### src/spim_consts.svh
// Register offsets, field positions, reset values and timing counts for the SPI master status block
`ifndef SPIM_CONSTS_SVH
`define SPIM_CONSTS_SVH
`define SPIM_OFF_PRESCALER 8'hD2
`define SPIM_OFF_FLAGS 8'hD3
`define SPIM_OFF_TXHOLD 8'hD4
`define SPIM_OFF_RXHOLD 8'hD5
`define SPIM_OFF_IRQEN 8'hD7
`define SPIM_RST_PRESCALER 8'h04
`define SPIM_RST_FLAGS 8'h02
`define SPIM_RST_IRQEN 8'h00
`define SPIM_MASK_PRESCALER 8'hFC
`define SPIM_MASK_IRQEN 8'h0F
`define SPIM_BIT_RX_FULL 0
`define SPIM_BIT_TX_EMPTY 1
`define SPIM_BIT_OVERRUN 2
`define SPIM_BIT_TX_END 3
`define SPIM_BIT_BUSY 4
`define SPIM_BIT_DIVIDE_BY_128_SELECT 7
`define SPIM_BIT_DIVIDE_BY_64_SELECT 6
`define SPIM_BIT_DIVIDE_BY_32_SELECT 5
`define SPIM_BIT_DIVIDE_BY_16_SELECT 4
`define SPIM_BIT_DIVIDE_BY_8_SELECT 3
`define SPIM_BIT_DIVIDE_BY_4_SELECT 2
`define SPIM_HALF_128 8'h40
`define SPIM_HALF_64 8'h20
`define SPIM_HALF_32 8'h10
`define SPIM_HALF_16 8'h08
`define SPIM_HALF_8 8'h04
`define SPIM_HALF_4 8'h02
`define SPIM_BITS_PER_BYTE 4'h8
`endif

### src/spim_pkg.sv
// Types shared by the SPI master status block
package spim_pkg;
   typedef enum logic [1:0] {
      SPIM_IDLE,
      SPIM_SHIFT,
      SPIM_DONE
   } spim_state_e;
endpackage

### src/spim_fifo.sv
// Small synchronous FIFO with valid/ready on both sides
`timescale 1ns/1ns
module spim_fifo #(
   parameter int WIDTH = 8,
   parameter int DEPTH = 8
) (
   // Clock and reset
   input wire logic core_clk,
   input wire logic rst_n,
   // Fill side
   input wire logic inValid,
   output logic inReady,
   input wire logic [WIDTH-1:0] inData,
   // Drain side
   output logic outValid,
   input wire logic outReady,
   output logic [WIDTH-1:0] outData
);
   localparam int AW = $clog2(DEPTH);
   typedef struct packed {
      logic [AW-1:0] wrPtr;
      logic [AW-1:0] rdPtr;
      logic [AW:0] count;
   } spim_fifo_s;
   spim_fifo_s st_r;
   spim_fifo_s st_nxt;
   logic [WIDTH-1:0] mem [DEPTH];
   logic push;
   logic pop;

   assign inReady = (st_r.count != (AW+1)'(DEPTH));
   assign outValid = (st_r.count != '0);
   assign outData = mem[st_r.rdPtr];
   assign push = inValid && inReady;
   assign pop = outValid && outReady;

   always_comb begin
      st_nxt = st_r;
      if (push) begin
         st_nxt.wrPtr = (st_r.wrPtr == AW'(DEPTH - 1)) ? '0 : st_r.wrPtr + 1'b1;
      end
      if (pop) begin
         st_nxt.rdPtr = (st_r.rdPtr == AW'(DEPTH - 1)) ? '0 : st_r.rdPtr + 1'b1;
      end
      if (push && !pop) begin
         st_nxt.count = st_r.count + 1'b1;
      end else if (pop && !push) begin
         st_nxt.count = st_r.count - 1'b1;
      end
   end

   always_ff @(posedge core_clk or negedge rst_n) begin
      if (!rst_n) begin
         st_r <= '0;
      end else begin
         st_r <= st_nxt;
      end
   end

   // Storage has no reset; only the pointers and the count need a defined start
   always_ff @(posedge core_clk) begin
      if (push) begin
         mem[st_r.wrPtr] <= inData;
      end
   end
endmodule

### src/spim_status_clkdiv.sv
// SPI master flags, interrupt enables, clock prescaler and byte engine
//
// Contract
// RULE_01: Transmission-end interrupt only when its enable set
// RULE_02: Overrun interrupt only when its enable set
// RULE_03: Transmit-empty interrupt only when its enable set
// RULE_04: Interrupt-enable register resets to zero
// RULE_05: Prescaler bits 7..5 divide by 128/64/32
// RULE_06: Prescaler bits 4..2 divide by 16/8/4
// RULE_07: Prescaler resets to divide-by-four
// RULE_08: Busy status bit 4 while shifting
// RULE_09: Transmission end sets flag bit 3
// RULE_10: Status read clears transmission-end flag
// RULE_11: Transmit-empty set when holding loads shifter
// RULE_12: Holding write clears transmit-empty; status read doesn't
// RULE_13: Receive-full set when receive holding filled
// RULE_14: Receive holding read clears receive-full
// RULE_15: Status resets to transmit-empty only
// RULE_16: New byte while receive full sets overrun
// RULE_17: Receive-full interrupt only when its enable set
// RULE_18: Firmware sets one divide bit; largest wins
// RULE_19: One interrupt output for all enabled sources
// RULE_20: Status read clears overrun flag
`timescale 1ns/1ns
`include "spim_consts.svh"
module spim_status_clkdiv
   import spim_pkg::*;
#(
   parameter int FIFO_DEPTH = 8
) (
   // Clock and reset
   input wire logic core_clk,
   input wire logic rst_n,
   // Special-function register port
   input wire logic [7:0] sfrAddr,
   input wire logic sfrWr,
   input wire logic sfrRd,
   input wire logic [7:0] sfrWrData,
   output logic [7:0] sfrRdData,
   // Processor interrupt
   output logic spiIrq,
   // Serial link
   output logic serialClockOut,
   output logic serialDataOut,
   input wire logic serialDataIn,
   // Received bytes as a stream
   output logic rxStreamValid,
   input wire logic rxStreamReady,
   output logic [7:0] rxStreamData
);
   typedef struct packed {
      logic [7:0] prescaler;
      logic [3:0] irqEn;
      logic txEmpty;
      logic rxFull;
      logic overrun;
      logic txEnd;
      logic [7:0] txHold;
      logic [7:0] rxHold;
      logic [7:0] shiftReg;
      logic [3:0] bitCnt;
      logic [7:0] divCnt;
      logic sclk;
      logic [7:0] rdData;
      spim_state_e state;
   } spim_core_s;

   spim_core_s st_r;
   spim_core_s st_nxt;
   logic fifoInReady;
   logic [7:0] fifoOutData;
   logic fifoOutValid;
   logic rdFlags;
   logic rdRx;
   logic byteDone;

   // Largest selected divisor wins; none selected falls back to the smallest
   function automatic logic [7:0] halfPeriod(input logic [7:0] p);
      if (p[`SPIM_BIT_DIVIDE_BY_128_SELECT]) return `SPIM_HALF_128; // RULE_05 RULE_18
      else if (p[`SPIM_BIT_DIVIDE_BY_64_SELECT]) return `SPIM_HALF_64; // RULE_05
      else if (p[`SPIM_BIT_DIVIDE_BY_32_SELECT]) return `SPIM_HALF_32; // RULE_05
      else if (p[`SPIM_BIT_DIVIDE_BY_16_SELECT]) return `SPIM_HALF_16; // RULE_06
      else if (p[`SPIM_BIT_DIVIDE_BY_8_SELECT]) return `SPIM_HALF_8; // RULE_06
      else return `SPIM_HALF_4; // RULE_06
   endfunction

   function automatic logic [7:0] flagsWord(input spim_core_s s);
      logic [7:0] w;
      w = 8'h00;
      w[`SPIM_BIT_BUSY] = (s.state != SPIM_IDLE); // RULE_08
      w[`SPIM_BIT_TX_END] = s.txEnd;
      w[`SPIM_BIT_OVERRUN] = s.overrun;
      w[`SPIM_BIT_TX_EMPTY] = s.txEmpty;
      w[`SPIM_BIT_RX_FULL] = s.rxFull;
      return w;
   endfunction

   assign rdFlags = sfrRd && (sfrAddr == `SPIM_OFF_FLAGS);
   assign rdRx = sfrRd && (sfrAddr == `SPIM_OFF_RXHOLD);
   assign byteDone = (st_r.state == SPIM_DONE);

   always_comb begin
      st_nxt = st_r;
      // Read data captured on the read strobe, answered next cycle
      st_nxt.rdData = 8'h00;
      if (sfrRd) begin
         case (sfrAddr)
            `SPIM_OFF_PRESCALER: st_nxt.rdData = st_r.prescaler;
            `SPIM_OFF_FLAGS: st_nxt.rdData = flagsWord(st_r);
            `SPIM_OFF_TXHOLD: st_nxt.rdData = st_r.txHold;
            `SPIM_OFF_RXHOLD: st_nxt.rdData = st_r.rxHold;
            `SPIM_OFF_IRQEN: st_nxt.rdData = {4'h0, st_r.irqEn}; // RULE_04
            default: st_nxt.rdData = 8'h00;
         endcase
      end
      // Clears first, so that hardware sets below win in the same cycle
      if (rdFlags) begin
         st_nxt.txEnd = 1'b0; // RULE_10
         st_nxt.overrun = 1'b0; // RULE_20
      end
      if (rdRx) begin
         st_nxt.rxFull = 1'b0; // RULE_14
      end
      if (sfrWr) begin
         case (sfrAddr)
            `SPIM_OFF_PRESCALER: st_nxt.prescaler = sfrWrData & `SPIM_MASK_PRESCALER;
            `SPIM_OFF_IRQEN: st_nxt.irqEn = sfrWrData[3:0];
            `SPIM_OFF_TXHOLD: begin
               st_nxt.txHold = sfrWrData;
               st_nxt.txEmpty = 1'b0; // RULE_12
            end
            default: ;
         endcase
      end
      case (st_r.state)
         SPIM_IDLE: begin
            st_nxt.sclk = 1'b0;
            st_nxt.divCnt = 8'h00;
            if (!st_r.txEmpty) begin
               st_nxt.shiftReg = st_r.txHold;
               st_nxt.txEmpty = 1'b1; // RULE_11
               st_nxt.bitCnt = 4'h0;
               st_nxt.state = SPIM_SHIFT;
            end
         end
         SPIM_SHIFT: begin
            if (st_r.divCnt == halfPeriod(st_r.prescaler) - 8'h01) begin
               st_nxt.divCnt = 8'h00;
               st_nxt.sclk = !st_r.sclk;
               if (!st_r.sclk) begin
                  // Rising edge samples the input and shifts out the next bit; falling edge only checks for the end
                  st_nxt.shiftReg = {st_r.shiftReg[6:0], serialDataIn};
                  st_nxt.bitCnt = st_r.bitCnt + 4'h1;
               end else if (st_r.bitCnt == `SPIM_BITS_PER_BYTE) begin
                  st_nxt.state = SPIM_DONE;
               end
            end else begin
               st_nxt.divCnt = st_r.divCnt + 8'h01;
            end
         end
         SPIM_DONE: begin
            st_nxt.txEnd = 1'b1; // RULE_09
            st_nxt.rxHold = st_r.shiftReg;
            st_nxt.rxFull = 1'b1; // RULE_13
            if (st_r.rxFull && !rdRx) begin
               st_nxt.overrun = 1'b1; // RULE_16
            end
            st_nxt.state = SPIM_IDLE;
         end
         default: st_nxt.state = SPIM_IDLE;
      endcase
   end

   always_ff @(posedge core_clk or negedge rst_n) begin
      if (!rst_n) begin
         st_r <= '0;
         st_r.prescaler <= `SPIM_RST_PRESCALER; // RULE_07
         st_r.irqEn <= 4'h0; // RULE_04
         st_r.txEmpty <= 1'b1; // RULE_15
         st_r.state <= SPIM_IDLE;
      end else begin
         st_r <= st_nxt;
      end
   end

   // Received bytes also flow to a stream; a full FIFO drops the byte, the
   // holding register still reports it; overrun is set only when receive-full is still set
   spim_fifo #(
      .WIDTH(8),
      .DEPTH(FIFO_DEPTH)
   ) u_rxFifo (
      .core_clk(core_clk),
      .rst_n(rst_n),
      .inValid(byteDone),
      .inReady(fifoInReady),
      .inData(st_r.shiftReg),
      .outValid(fifoOutValid),
      .outReady(rxStreamReady),
      .outData(fifoOutData)
   );

   assign rxStreamValid = fifoOutValid;
   assign rxStreamData = fifoOutData;
   assign sfrRdData = st_r.rdData;
   assign serialClockOut = st_r.sclk;
   assign serialDataOut = st_r.shiftReg[7];
   assign spiIrq = (st_r.txEnd && st_r.irqEn[`SPIM_BIT_TX_END]) // RULE_01 RULE_19
      || (st_r.overrun && st_r.irqEn[`SPIM_BIT_OVERRUN]) // RULE_02
      || (st_r.txEmpty && st_r.irqEn[`SPIM_BIT_TX_EMPTY]) // RULE_03
      || (st_r.rxFull && st_r.irqEn[`SPIM_BIT_RX_FULL]); // RULE_17
endmodule

### config.mk
export PLATFORM = sky130hd
export DESIGN_NAME = spim_status_clkdiv
export DESIGN_NICKNAME = d
export VERILOG_FILES = /design/src/spim_pkg.sv /design/src/spim_fifo.sv /design/src/spim_status_clkdiv.sv
export VERILOG_INCLUDE_DIRS = /design/src
export SDC_FILE = /design/constraint.sdc
export NUM_CORES = 1
export LEC_CHECK = 0
export BUFFER_PORTS_ARGS = -buffer_cell sky130_fd_sc_hd__buf_2
export CAP_MARGIN = 20
export CORE_MARGIN = 2
export CORE_UTILIZATION = 45
export CTS_CLUSTER_DIAMETER = 80
export DETAILED_ROUTE_END_ITERATION = 6
export GPL_TIMING_DRIVEN = 0
export PLACE_DENSITY_LB_ADDON = 0.3
export SLEW_MARGIN = 20
export SYNTH_ARGS = -nofsm -noshare
export SYNTH_HDL_FRONTEND = slang
export SYNTH_SLANG_ARGS = --single-unit
export TNS_END_PERCENT = 20
### constraint.sdc
create_clock -name core_clk -period 4.1 [get_ports core_clk]
set_input_delay 0.82 -clock core_clk [delete_from_list [all_inputs] [get_ports core_clk]]
set_output_delay 0.82 -clock core_clk [all_outputs]
set_load 0.05 [all_outputs]
# After elaboration in Yosys (flattened, before gate mapping)
# Memories as Yosys holds them, arrays and structs flattened.
# Index checks and enable logic that the tools add are counted.
# W data, S select, Z words.
[op_classes] add_sub_neg=7 eq_ne=17 muxes=33 reduce_logical=31
[ops] cell="$pmux W21 S2" count=1
[ops] cell="$eq A8 B8 Y1 const B" count=5
[ops] cell="$pmux W8 S5" count=1
[ops] cell="$mux W12" count=3
[ops] cell="$mux W8" count=3
[ops] cell="$mux W3" count=4
[ops] cell="$mux W4" count=3
[ops] cell="$logic_and A1 B1 Y1" count=11
[ops] cell="$mux W2" count=5
[ops] cell="$ne A2 B2 Y1 const B" count=5
[ops] cell="$reduce_bool A2 Y1" count=5
[ops] cell="$mux W1" count=9
[ops] cell="$add A4 B1 Y4 const B" count=2
[ops] cell="$add A8 B1 Y8 const B" count=1
[ops] cell="$eq A8 B8 Y1" count=1
[ops] cell="$reduce_and A2 Y1" count=4
[ops] cell="$reduce_and A4 Y1" count=2
[ops] cell="$sub A8 B1 Y8 const B" count=1
[ops] cell="$mux W7" count=1
[ops] cell="$add A3 B1 Y3 const B" count=2
[ops] cell="$eq A3 B3 Y1 const B" count=2
[ops] cell="$mux W6" count=1
[ops] cell="$mux W5" count=1
[ops] cell="$eq A4 B4 Y1 const B" count=1
[ops] cell="other kinds (9)" count=14
[word_totals] ff_bits=71 ram_bits=64 input_bits=22 output_inout_bits=20 wordCells=106 memories=1
[mem_list] name="u_rxFifo.mem" depth=8 word_bits=8 rd=1 rd_clocked_by_memory_dff=0 wr=1 line_no="spim_fifo.sv:27" rtl="logic [WIDTH-1:0] mem [DEPTH];"

# Logic depth before layout (Yosys ltp)
# Gate-level depths: netlist of the first run.
[depth] ltp_word=10 depth_mapped=11 mapped_depth_nobuf=11

# Cells and area by module
# From an unflattened synthesis of the first run, not the netlist that was laid out.
[hier_totals] hier_cells=434 hier_area_um2=6278.5
[modules_own_cells] module="spim_fifo" instances=1 cells_each=157 area_per_inst_um2=3151.8 seq_area_each_um2=2172.1
[modules_own_cells] module="spim_status_clkdiv" instances=1 cells_each=277 area_per_inst_um2=3126.7 seq_area_each_um2=1529.0

# Least setup slack after synthesis of the first run
# OpenSTA, ideal clock, no wires.
[synth_path] path_type="reg2reg" startpoint="register st_r[62] (netlist name)" endpoint="register st_r, in the netlist serialDataOut" setup_ns=0.125 arrival_ns=3.002 required_ns=3.975 slack_ns=0.973 path_stages_with_launch=12 path_buffers=2 synth_period_minus_slack_ns=3.127 path_cell_list="dfrtp_1 buf_6 nor4_1 nand2b_1 ha_1 or3b_1 and3_1 o31ai_1 nand3_2 a21o_1 buf_6 mux2_4"
[synth_between] elab_chain_cells=6
[synth_rtl] element="start, declared" line_no="spim_status_clkdiv.sv:68" rtl="spim_core_s st_r;"
[synth_rtl] element="start signal, assigned" line_no="spim_status_clkdiv.sv:182" rtl="st_r <= st_nxt;"
[synth_rtl] element="$mux W7" line_no="spim_status_clkdiv.sv:79" rtl="if (p[`SPIM_BIT_DIVIDE_BY_128_SELECT]) return `SPIM_HALF_128;"
[synth_rtl] element="$mux W8" line_no="spim_status_clkdiv.sv:135" rtl="case (st_r.state)"
[synth_rtl] element="$sub A8 B1 Y8" line_no="spim_status_clkdiv.sv:147" rtl="if (st_r.divCnt == halfPeriod(st_r.prescaler) - 8'h01) begin"
[synth_rtl] element="$eq A8 B8 Y1" line_no="spim_status_clkdiv.sv:147"
[synth_rtl] element="$ne A2 B2 Y1 (no source line)"
[synth_rtl] element="$reduce_and A4 Y1 (no source line)"
# Every way passes these cells. The select of a mux whose other input is x is not followed.
# A chain may end at the register's enable or synchronous reset.

# Worst setup path in the final report of the first run
[layout_path] startpoint="register u_rxFifo.st_r[4] (netlist name)" endpoint="output port rxStreamData[2]"
[layout_between] elab_chain_cells=1
[layout_rtl] element="start, declared" line_no="spim_fifo.sv:25" rtl="spim_fifo_s st_r;"
[layout_rtl] element="start signal, assigned" line_no="spim_fifo.sv:56" rtl="st_r <= st_nxt;"
[layout_rtl] element="$mem_v2 Z8 W8"
[layout_rtl] element="end, declared" line_no="spim_status_clkdiv.sv:49" rtl="output logic [7:0] rxStreamData"
# Every way passes these cells.

==> impl_metrics.env, run 1 <==
export IMPL_max_cap_viol_count=0
export IMPL_drtAntennaViolNets=0
export IMPL_crit_type="flip-flop to primary output"
export IMPL_synth_commonest_cells="nand2_1 (78), dfrtp_1 (69), edfxtp_1 (64), mux2_2 (30), nor2_1 (25)"
export IMPL_cts_htree_levels=4
export IMPL_route_met3_wl_um=461
export IMPL_rows=42
export IMPL_hold_path_class="input port to async pin"
export IMPL_drc_errors=0
export IMPL_r2r_start="st_r[62]"
export IMPL_outcome="complete, no violations"
export IMPL_synth_top_area_share_pct=31.9
export IMPL_cp_startpoint="u_rxFifo.st_r[4]"
export IMPL_tns_ns=0
export IMPL_period_minus_slack_ns=3.65
export IMPL_p_per_area_nw_per_um2=527
export IMPL_n_fill_cell=1101
export IMPL_critPathLaunchType="flip-flop"
export IMPL_wl_met1_um=5670
export IMPL_grt_overflow_total=0
export IMPL_numCtsBuffers=17
export IMPL_antenna_found_initial=0
export IMPL_end_kind="primary output"
export IMPL_first_pass_iters=5
export IMPL_ir_worst_vdd_mv=0.342
export IMPL_timing_rr_end="st_r[29]"
export IMPL_yosysMostFrequentCell="nand2_1"
export IMPL_crit_family="buffers and inverters"
export IMPL_portBuffers=41
export IMPL_fin_cells=699
export IMPL_crit_end="rxStreamData[2]"
export IMPL_dp_cells=667
export IMPL_p_leak_nw=3.01
export IMPL_wl_met2_um=5670
export IMPL_cp_buffers_inverters=3
export IMPL_synthDistinctLibCells=54
export IMPL_rrSetupSlack_ns=0.63
export IMPL_clk_pin_slew_ns=0.06
export IMPL_rsz0062_at_grt="no"
export IMPL_synthFlopType="dfrtp_1"
export IMPL_drt_iter0_drc=294
export IMPL_core_sq_um=13200
export IMPL_vias_per_cell=5.31
export IMPL_grt_max_degree=38
export IMPL_fmax_mhz=274
export IMPL_cp_depth=5
export IMPL_hold_violations=0
export IMPL_ios=42
export IMPL_cts_root_buf="clkbuf_16"
export IMPL_dieArea_sq_um=14300
export IMPL_p_total_mw=3.74
export IMPL_synth_edff_count=64
export IMPL_syn_area_sq_um=6030
export IMPL_critPathSlowestCell="mux4_2"
export IMPL_drive_above_1_share_pct=29.1
export IMPL_synthesis_nets=483
export IMPL_async_flop_share_pct=52.6
export IMPL_drt_total_wl_um=11900
export IMPL_grt_pass1_vias=3877
export IMPL_max_stage_delay_ns=0.58
export IMPL_gp_congestion=0.826
export IMPL_nets=544
export IMPL_grt_total_usage_pct=18.2
export IMPL_ys_seq_area_share_pct=61.4
export IMPL_tightest_slew_ns=1.08
export IMPL_dp_hpwl_um=8080
export IMPL_yosys_top_cells_area="edfxtp_1 (32%), dfrtp_1 (29%), mux4_2 (6.0%)"
export IMPL_vias=3712
export IMPL_die_y_um=120
export IMPL_syn_to_final_growth_pct=17.7
export IMPL_cts_sinks=135
export IMPL_clock_path_buffers=2
export IMPL_yosys_warnings=0
export IMPL_slew_viol_final=0
export IMPL_critPathRequiredTime_ns=3.28
export IMPL_postSynthAreaPerCell_sq_um=13.4
export IMPL_slew_headroom_pct=27.5
export IMPL_skew_ns=0.00404
export IMPL_crit_arrival_ns=2.83
export IMPL_start_util_pct=45.7
export IMPL_synth_area_leader_cell="edfxtp_1"
export IMPL_synth_cells=449
export IMPL_critPathMaxFanout=10
export IMPL_ys_seq_elements=135
export IMPL_die_w_um=120
export IMPL_diodes=0
export IMPL_r2r_worst_path_cells=11
export IMPL_setup_viol=0
export IMPL_worstSkewPairLatency_ns=0.42
export IMPL_utilization_pct=53.8
export IMPL_worstPathCellList="clkbuf_1 -> clkbuf_2 -> mux4_2 -> mux2_2 -> buf_2"
export IMPL_routedWlPerCell_um=17.0
export IMPL_routed_top_layer="met4"
export IMPL_finalCritPeriodShare_pct=89.1
export IMPL_cts_tree="done"
export IMPL_grt_pass1_wl_um=20100
## cell families (layout without fill, tap and decap cells)
logic type	count (synthesis)	after routing	synth area share (%)
simple gates	144	144	10.8
mux	57	57	14.1
xor+xnor	8	8	1.16
flops	135	135	61.4
compound gates	64	64	7.38
buf+inv	29	103	2.57
fa+ha+maj	12	12	2.61
## cell type report
class | count | area [sq um] | area share (%)
Buffer | 21 | 126 | 1.78
Inverter | 8 | 30.0 | 0.423
Clock buffer | 17 | 425 | 5.99
Sequential cell | 135 | 3700 | 52.1
Tap cell | 176 | 220 | 3.10
Clock inverter | 15 | 181 | 2.56
Timing Repair Buffer | 42 | 228 | 3.21
Multi-Input combinational cell | 285 | 2190 | 30.8
## metal layers
layer | track usage (%) | vias up
met1 | 24.8 | 1836
met5 | 0 | -
li1 | - | 1784
met4 | 5.81 | 0
met2 | 28.9 | 80
met3 | 4.75 | 12
## cell usage in the layout, fill, tap and decap left out, drive strengths merged, types with 5 or more instances in the layout
cell type	n
a21oi	13
a222oi	5
a22oi	9
buf	54
clkbuf	26
dfrtp	69
edfxtp	64
ha	11
inv	15
mux2	38
mux4	16
nand2	78
nand2b	10
nand3	5
nor2	25
nor3	8
o21ai	14
xnor2	6
## per-stage QoR
stage | cell area [sq um] | hold slack, ns | setup slack (ns)
floorplan | 6030 | 0.445 | 0.973
global placement | 6460 | 0.472 | 0.541
detailed placement | 6490 | 0.464 | 0.513
CTS | 7100 | 0.356 | 0.0626
global route | 7100 | 0.381 | 0.150
finish | 7100 | 0.355 | 0.449
## how the worst min path moves through the flow
stage | slack, ns | to | start
2_1_floorplan | 0.45 | st_r[36] | st_r[36]
3_3_place_gp | 0.47 | st_r[35] | st_r[35]
3_5_place_dp | 0.46 | st_r[35] | st_r[35]
4_1_cts | 0.36 | sfrRdData[1] | rst_n
5_1_grt | 0.38 | sfrRdData[1] | rst_n
6_report | 0.35 | sfrRdData[1] | rst_n
## power breakdown
part	internal [mW]	leakage (nW)	switching, mW
clock	0.921	0.293	0.624
sequential	1.59	1.55	0.170
combinational	0.207	1.17	0.230
total	2.71	3.01	1.02
## sequential cells by signal, summed over array words and instances, names as in the netlist
name            count
st_r               51
serialDataOut       1
sfrRdData           8
serialClockOut      1
u_rxFifo.mem       64
u_rxFifo.st_r      10
## repair_timing
action                                  CTS  global route
buffers inserted                          0             0
hold buffers                              0             0
resized for setup                         0             3
endpoints found under the setup margin    0             8
endpoints found under the hold margin     0             0
Power figures use the tool's default switching activity.
==> run 2: changes to the inputs <==
--- a/config.mk
+++ b/config.mk
@@ -6,7 +6,7 @@
 export SDC_FILE = /design/constraint.sdc
 export NUM_CORES = 1
 export LEC_CHECK = 0
-export BUFFER_PORTS_ARGS = -buffer_cell sky130_fd_sc_hd__buf_2
+export BUFFER_PORTS_ARGS = -buffer_cell sky130_fd_sc_hd__buf_4
 export CAP_MARGIN = 20
 export CORE_MARGIN = 2
 export CORE_UTILIZATION = 45
==> run 2 against run 1 <==
  * Largest cell class unchanged
  * Worst hold slack gained 0.14 ns
  * Cell area up 0.49%
  * Critical path type unchanged
  * Register-to-register slack worse by 0.02 ns
  * Setup slack got worse by 0.012 ns
  * Clock-buffer cell count up 7
==> impl_metrics.env, run 2 (same netlist as run 1, synthesis figures left out) <==
export IMPL_cts_tree="done"
export IMPL_drt_total_wl_um=11900
export IMPL_clock_path_buffers=2
export IMPL_rrSetupSlack_ns=0.61
export IMPL_critPathMaxFanout=10
export IMPL_grt_max_degree=72
export IMPL_die_w_um=120
export IMPL_outcome="complete, no violations"
export IMPL_p_per_area_nw_per_um2=505
export IMPL_worstSkewPairLatency_ns=0.42
export IMPL_drt_iter0_drc=243
export IMPL_ir_worst_vdd_mv=0.296
export IMPL_setup_ws_ns=0.437
export IMPL_largest_reg_flops=64
export IMPL_slew_viol_final=0
export IMPL_power_switching_uw=958
export IMPL_period_minus_slack_ns=3.66
export IMPL_critPathRequiredTime_ns=3.28
export IMPL_clkPwrFrac_pct=39.1
export IMPL_timing_rr_end="st_r[28]"
export IMPL_ios=42
export IMPL_crit_arrival_ns=2.84
export IMPL_hold_path_class="flip-flop to flip-flop"
export IMPL_critPathLaunchType="flip-flop"
export IMPL_pwr_share_comb_pct=12.1
export IMPL_hold_buffers=0
export IMPL_p_int_mw=2.65
export IMPL_seq_area_sq_um=3700
export IMPL_setup_viol=0
export IMPL_drtAntennaViolNets=0
export IMPL_sw_frac_of_total_pct=26.6
export IMPL_max_cap_viol_count=0
export IMPL_layout_common_cells="nand2_1 (78), dfrtp_1 (69), edfxtp_1 (64)"
export IMPL_cp_startpoint="u_rxFifo.st_r[4]"
export IMPL_pwr_share_seq_pct=48.7
export IMPL_portBuffers=41
export IMPL_p_leak_nw=3.00
export IMPL_tns_ns=0
export IMPL_cts_root_buf="clkbuf_16"
export IMPL_tightest_slew_ns=0.887
export IMPL_grt_pass1_vias=3841
export IMPL_pre_cts_ws_ns=0.554
export IMPL_fin_area_sq_um=7130
export IMPL_n_fill_cell=1092
export IMPL_r2r_start="st_r[62]"
export IMPL_vias=3797
export IMPL_dp_hpwl_um=7980
export IMPL_core_sq_um=13200
export IMPL_grt_overflow_total=0
export IMPL_placed_cell_area_sq_um=6570
export IMPL_start_util_pct=45.7
export IMPL_reg_top3="u_rxFifo.mem: 64 flops, st_r: 51 flops, u_rxFifo.st_r: 10 flops"
export IMPL_nets=543
export IMPL_skew_ns=0.0125
export IMPL_end_kind="primary output"
export IMPL_rsz0062_at_grt="no"
export IMPL_cts_sinks=135
export IMPL_grt_pass1_wl_um=19800
export IMPL_finalCritPeriodShare_pct=89.4
export IMPL_syn_to_final_growth_pct=18.3
export IMPL_clk_pin_slew_ns=0.06
export IMPL_dieArea_sq_um=14300
export IMPL_numCtsBuffers=17
export IMPL_crit_type="flip-flop to primary output"
export IMPL_gp_congestion=0.836
export IMPL_regMostFlops="u_rxFifo.mem"
export IMPL_final_common_cell="nand2_1"
export IMPL_slew_headroom_pct=40.4
export IMPL_grt_total_usage_pct=18.1
export IMPL_routedWlPerCell_um=17.0
export IMPL_drive_above_1_share_pct=28.4
export IMPL_holdWs_ns=0.491
export IMPL_die_y_um=120
export IMPL_drc_errors=0
export IMPL_hold_violations=0
export IMPL_fmax_mhz=273
export IMPL_r2r_worst_path_cells=11
export IMPL_antenna_found_initial=0
export IMPL_first_pass_iters=5
export IMPL_diodes=0
export IMPL_cts_htree_levels=4
export IMPL_multi_input_area_sq_um=2190
export IMPL_crit_end="rxStreamData[1]"
export IMPL_vias_per_cell=5.44
export IMPL_rows=42
==> run 2: cell count changes in the layout (fill, tap and decap cells not counted), sizes merged <==
cell	delta
inv	-6
clkinv	+1
bufinv	-2
buf	-1
clkbuf	+7
==> run 2: per-stage QoR <==
stage	std cells	power, mW	util (%)
final	698	3.61	54.1
after global routing	698	3.76	54.1
after CTS	698	3.64	54.0
after detailed placement	666	2.22	49.8
after global placement	666	2.19	49.7
after floorplan	449	2.06	-
==> run 2: metal layers <==
layer  up-vias  share of wire, %  routed length [um]  global-route usage, %
li1       1783                 -                   -                      -
met1      1916                46                5460                   24.4
met2        86                49                5800                   28.4
met3        12               4.0                 475                   5.32
met4         0               1.0                 122                   5.74
met5         -                 0                   0                      0
==> run 2: critical path: stages (launching register included) <==
cell and delay (ns):
dfrtp_1 0.36, clkbuf_1 0.58, clkbuf_2 0.45, mux4_2 0.58
mux2_2 0.28, buf_4 0.19
==> run 2: final cells by class <==
cell class	count	area share, %
Multi-Input combinational cell	285	30.7
Tap cell	176	3.09
Timing Repair Buffer	41	4.32
Inverter	8	0.421
Clock buffer	24	6.91
Buffer	21	1.77
Sequential cell	135	51.9
Clock inverter	8	0.895
==> run 2: worst min path at each step <==
| stage | startpoint | endpoint | slack [ns] | cells after the start |
|---|---|---|---|---|
| 3_3_place_gp | u_rxFifo.st_r[3] | u_rxFifo.st_r[3] | 0.47 | 1 |
| 2_1_floorplan | st_r[36] | st_r[36] | 0.45 | 2 |
| 3_5_place_dp | u_rxFifo.st_r[3] | u_rxFifo.st_r[3] | 0.48 | 1 |
| 5_1_grt | st_r[31] | st_r[31] | 0.52 | 2 |
| 4_1_cts | u_rxFifo.st_r[3] | u_rxFifo.st_r[3] | 0.49 | 1 |
| 6_report | u_rxFifo.st_r[3] | u_rxFifo.st_r[3] | 0.49 | 1 |
==> run 2: power groups by stage <==
stage / combinational [mW] / sequential, mW / clock (mW)
6_report: 0.436 / 1.76 / 1.41
4_1_cts: 0.441 / 1.76 / 1.44
3_5_place_dp: 0.438 / 1.78 / 0
3_3_place_gp: 0.422 / 1.77 / 0
2_1_floorplan: 0.315 / 1.74 / 0
5_1_grt: 0.485 / 1.78 / 1.49
==> run 2: what timing repair did <==
action	CTS	global route
setup endpoints to repair	0	8
buffers inserted	0	0
endpoints found under the hold margin	0	0
gates resized for setup	0	3
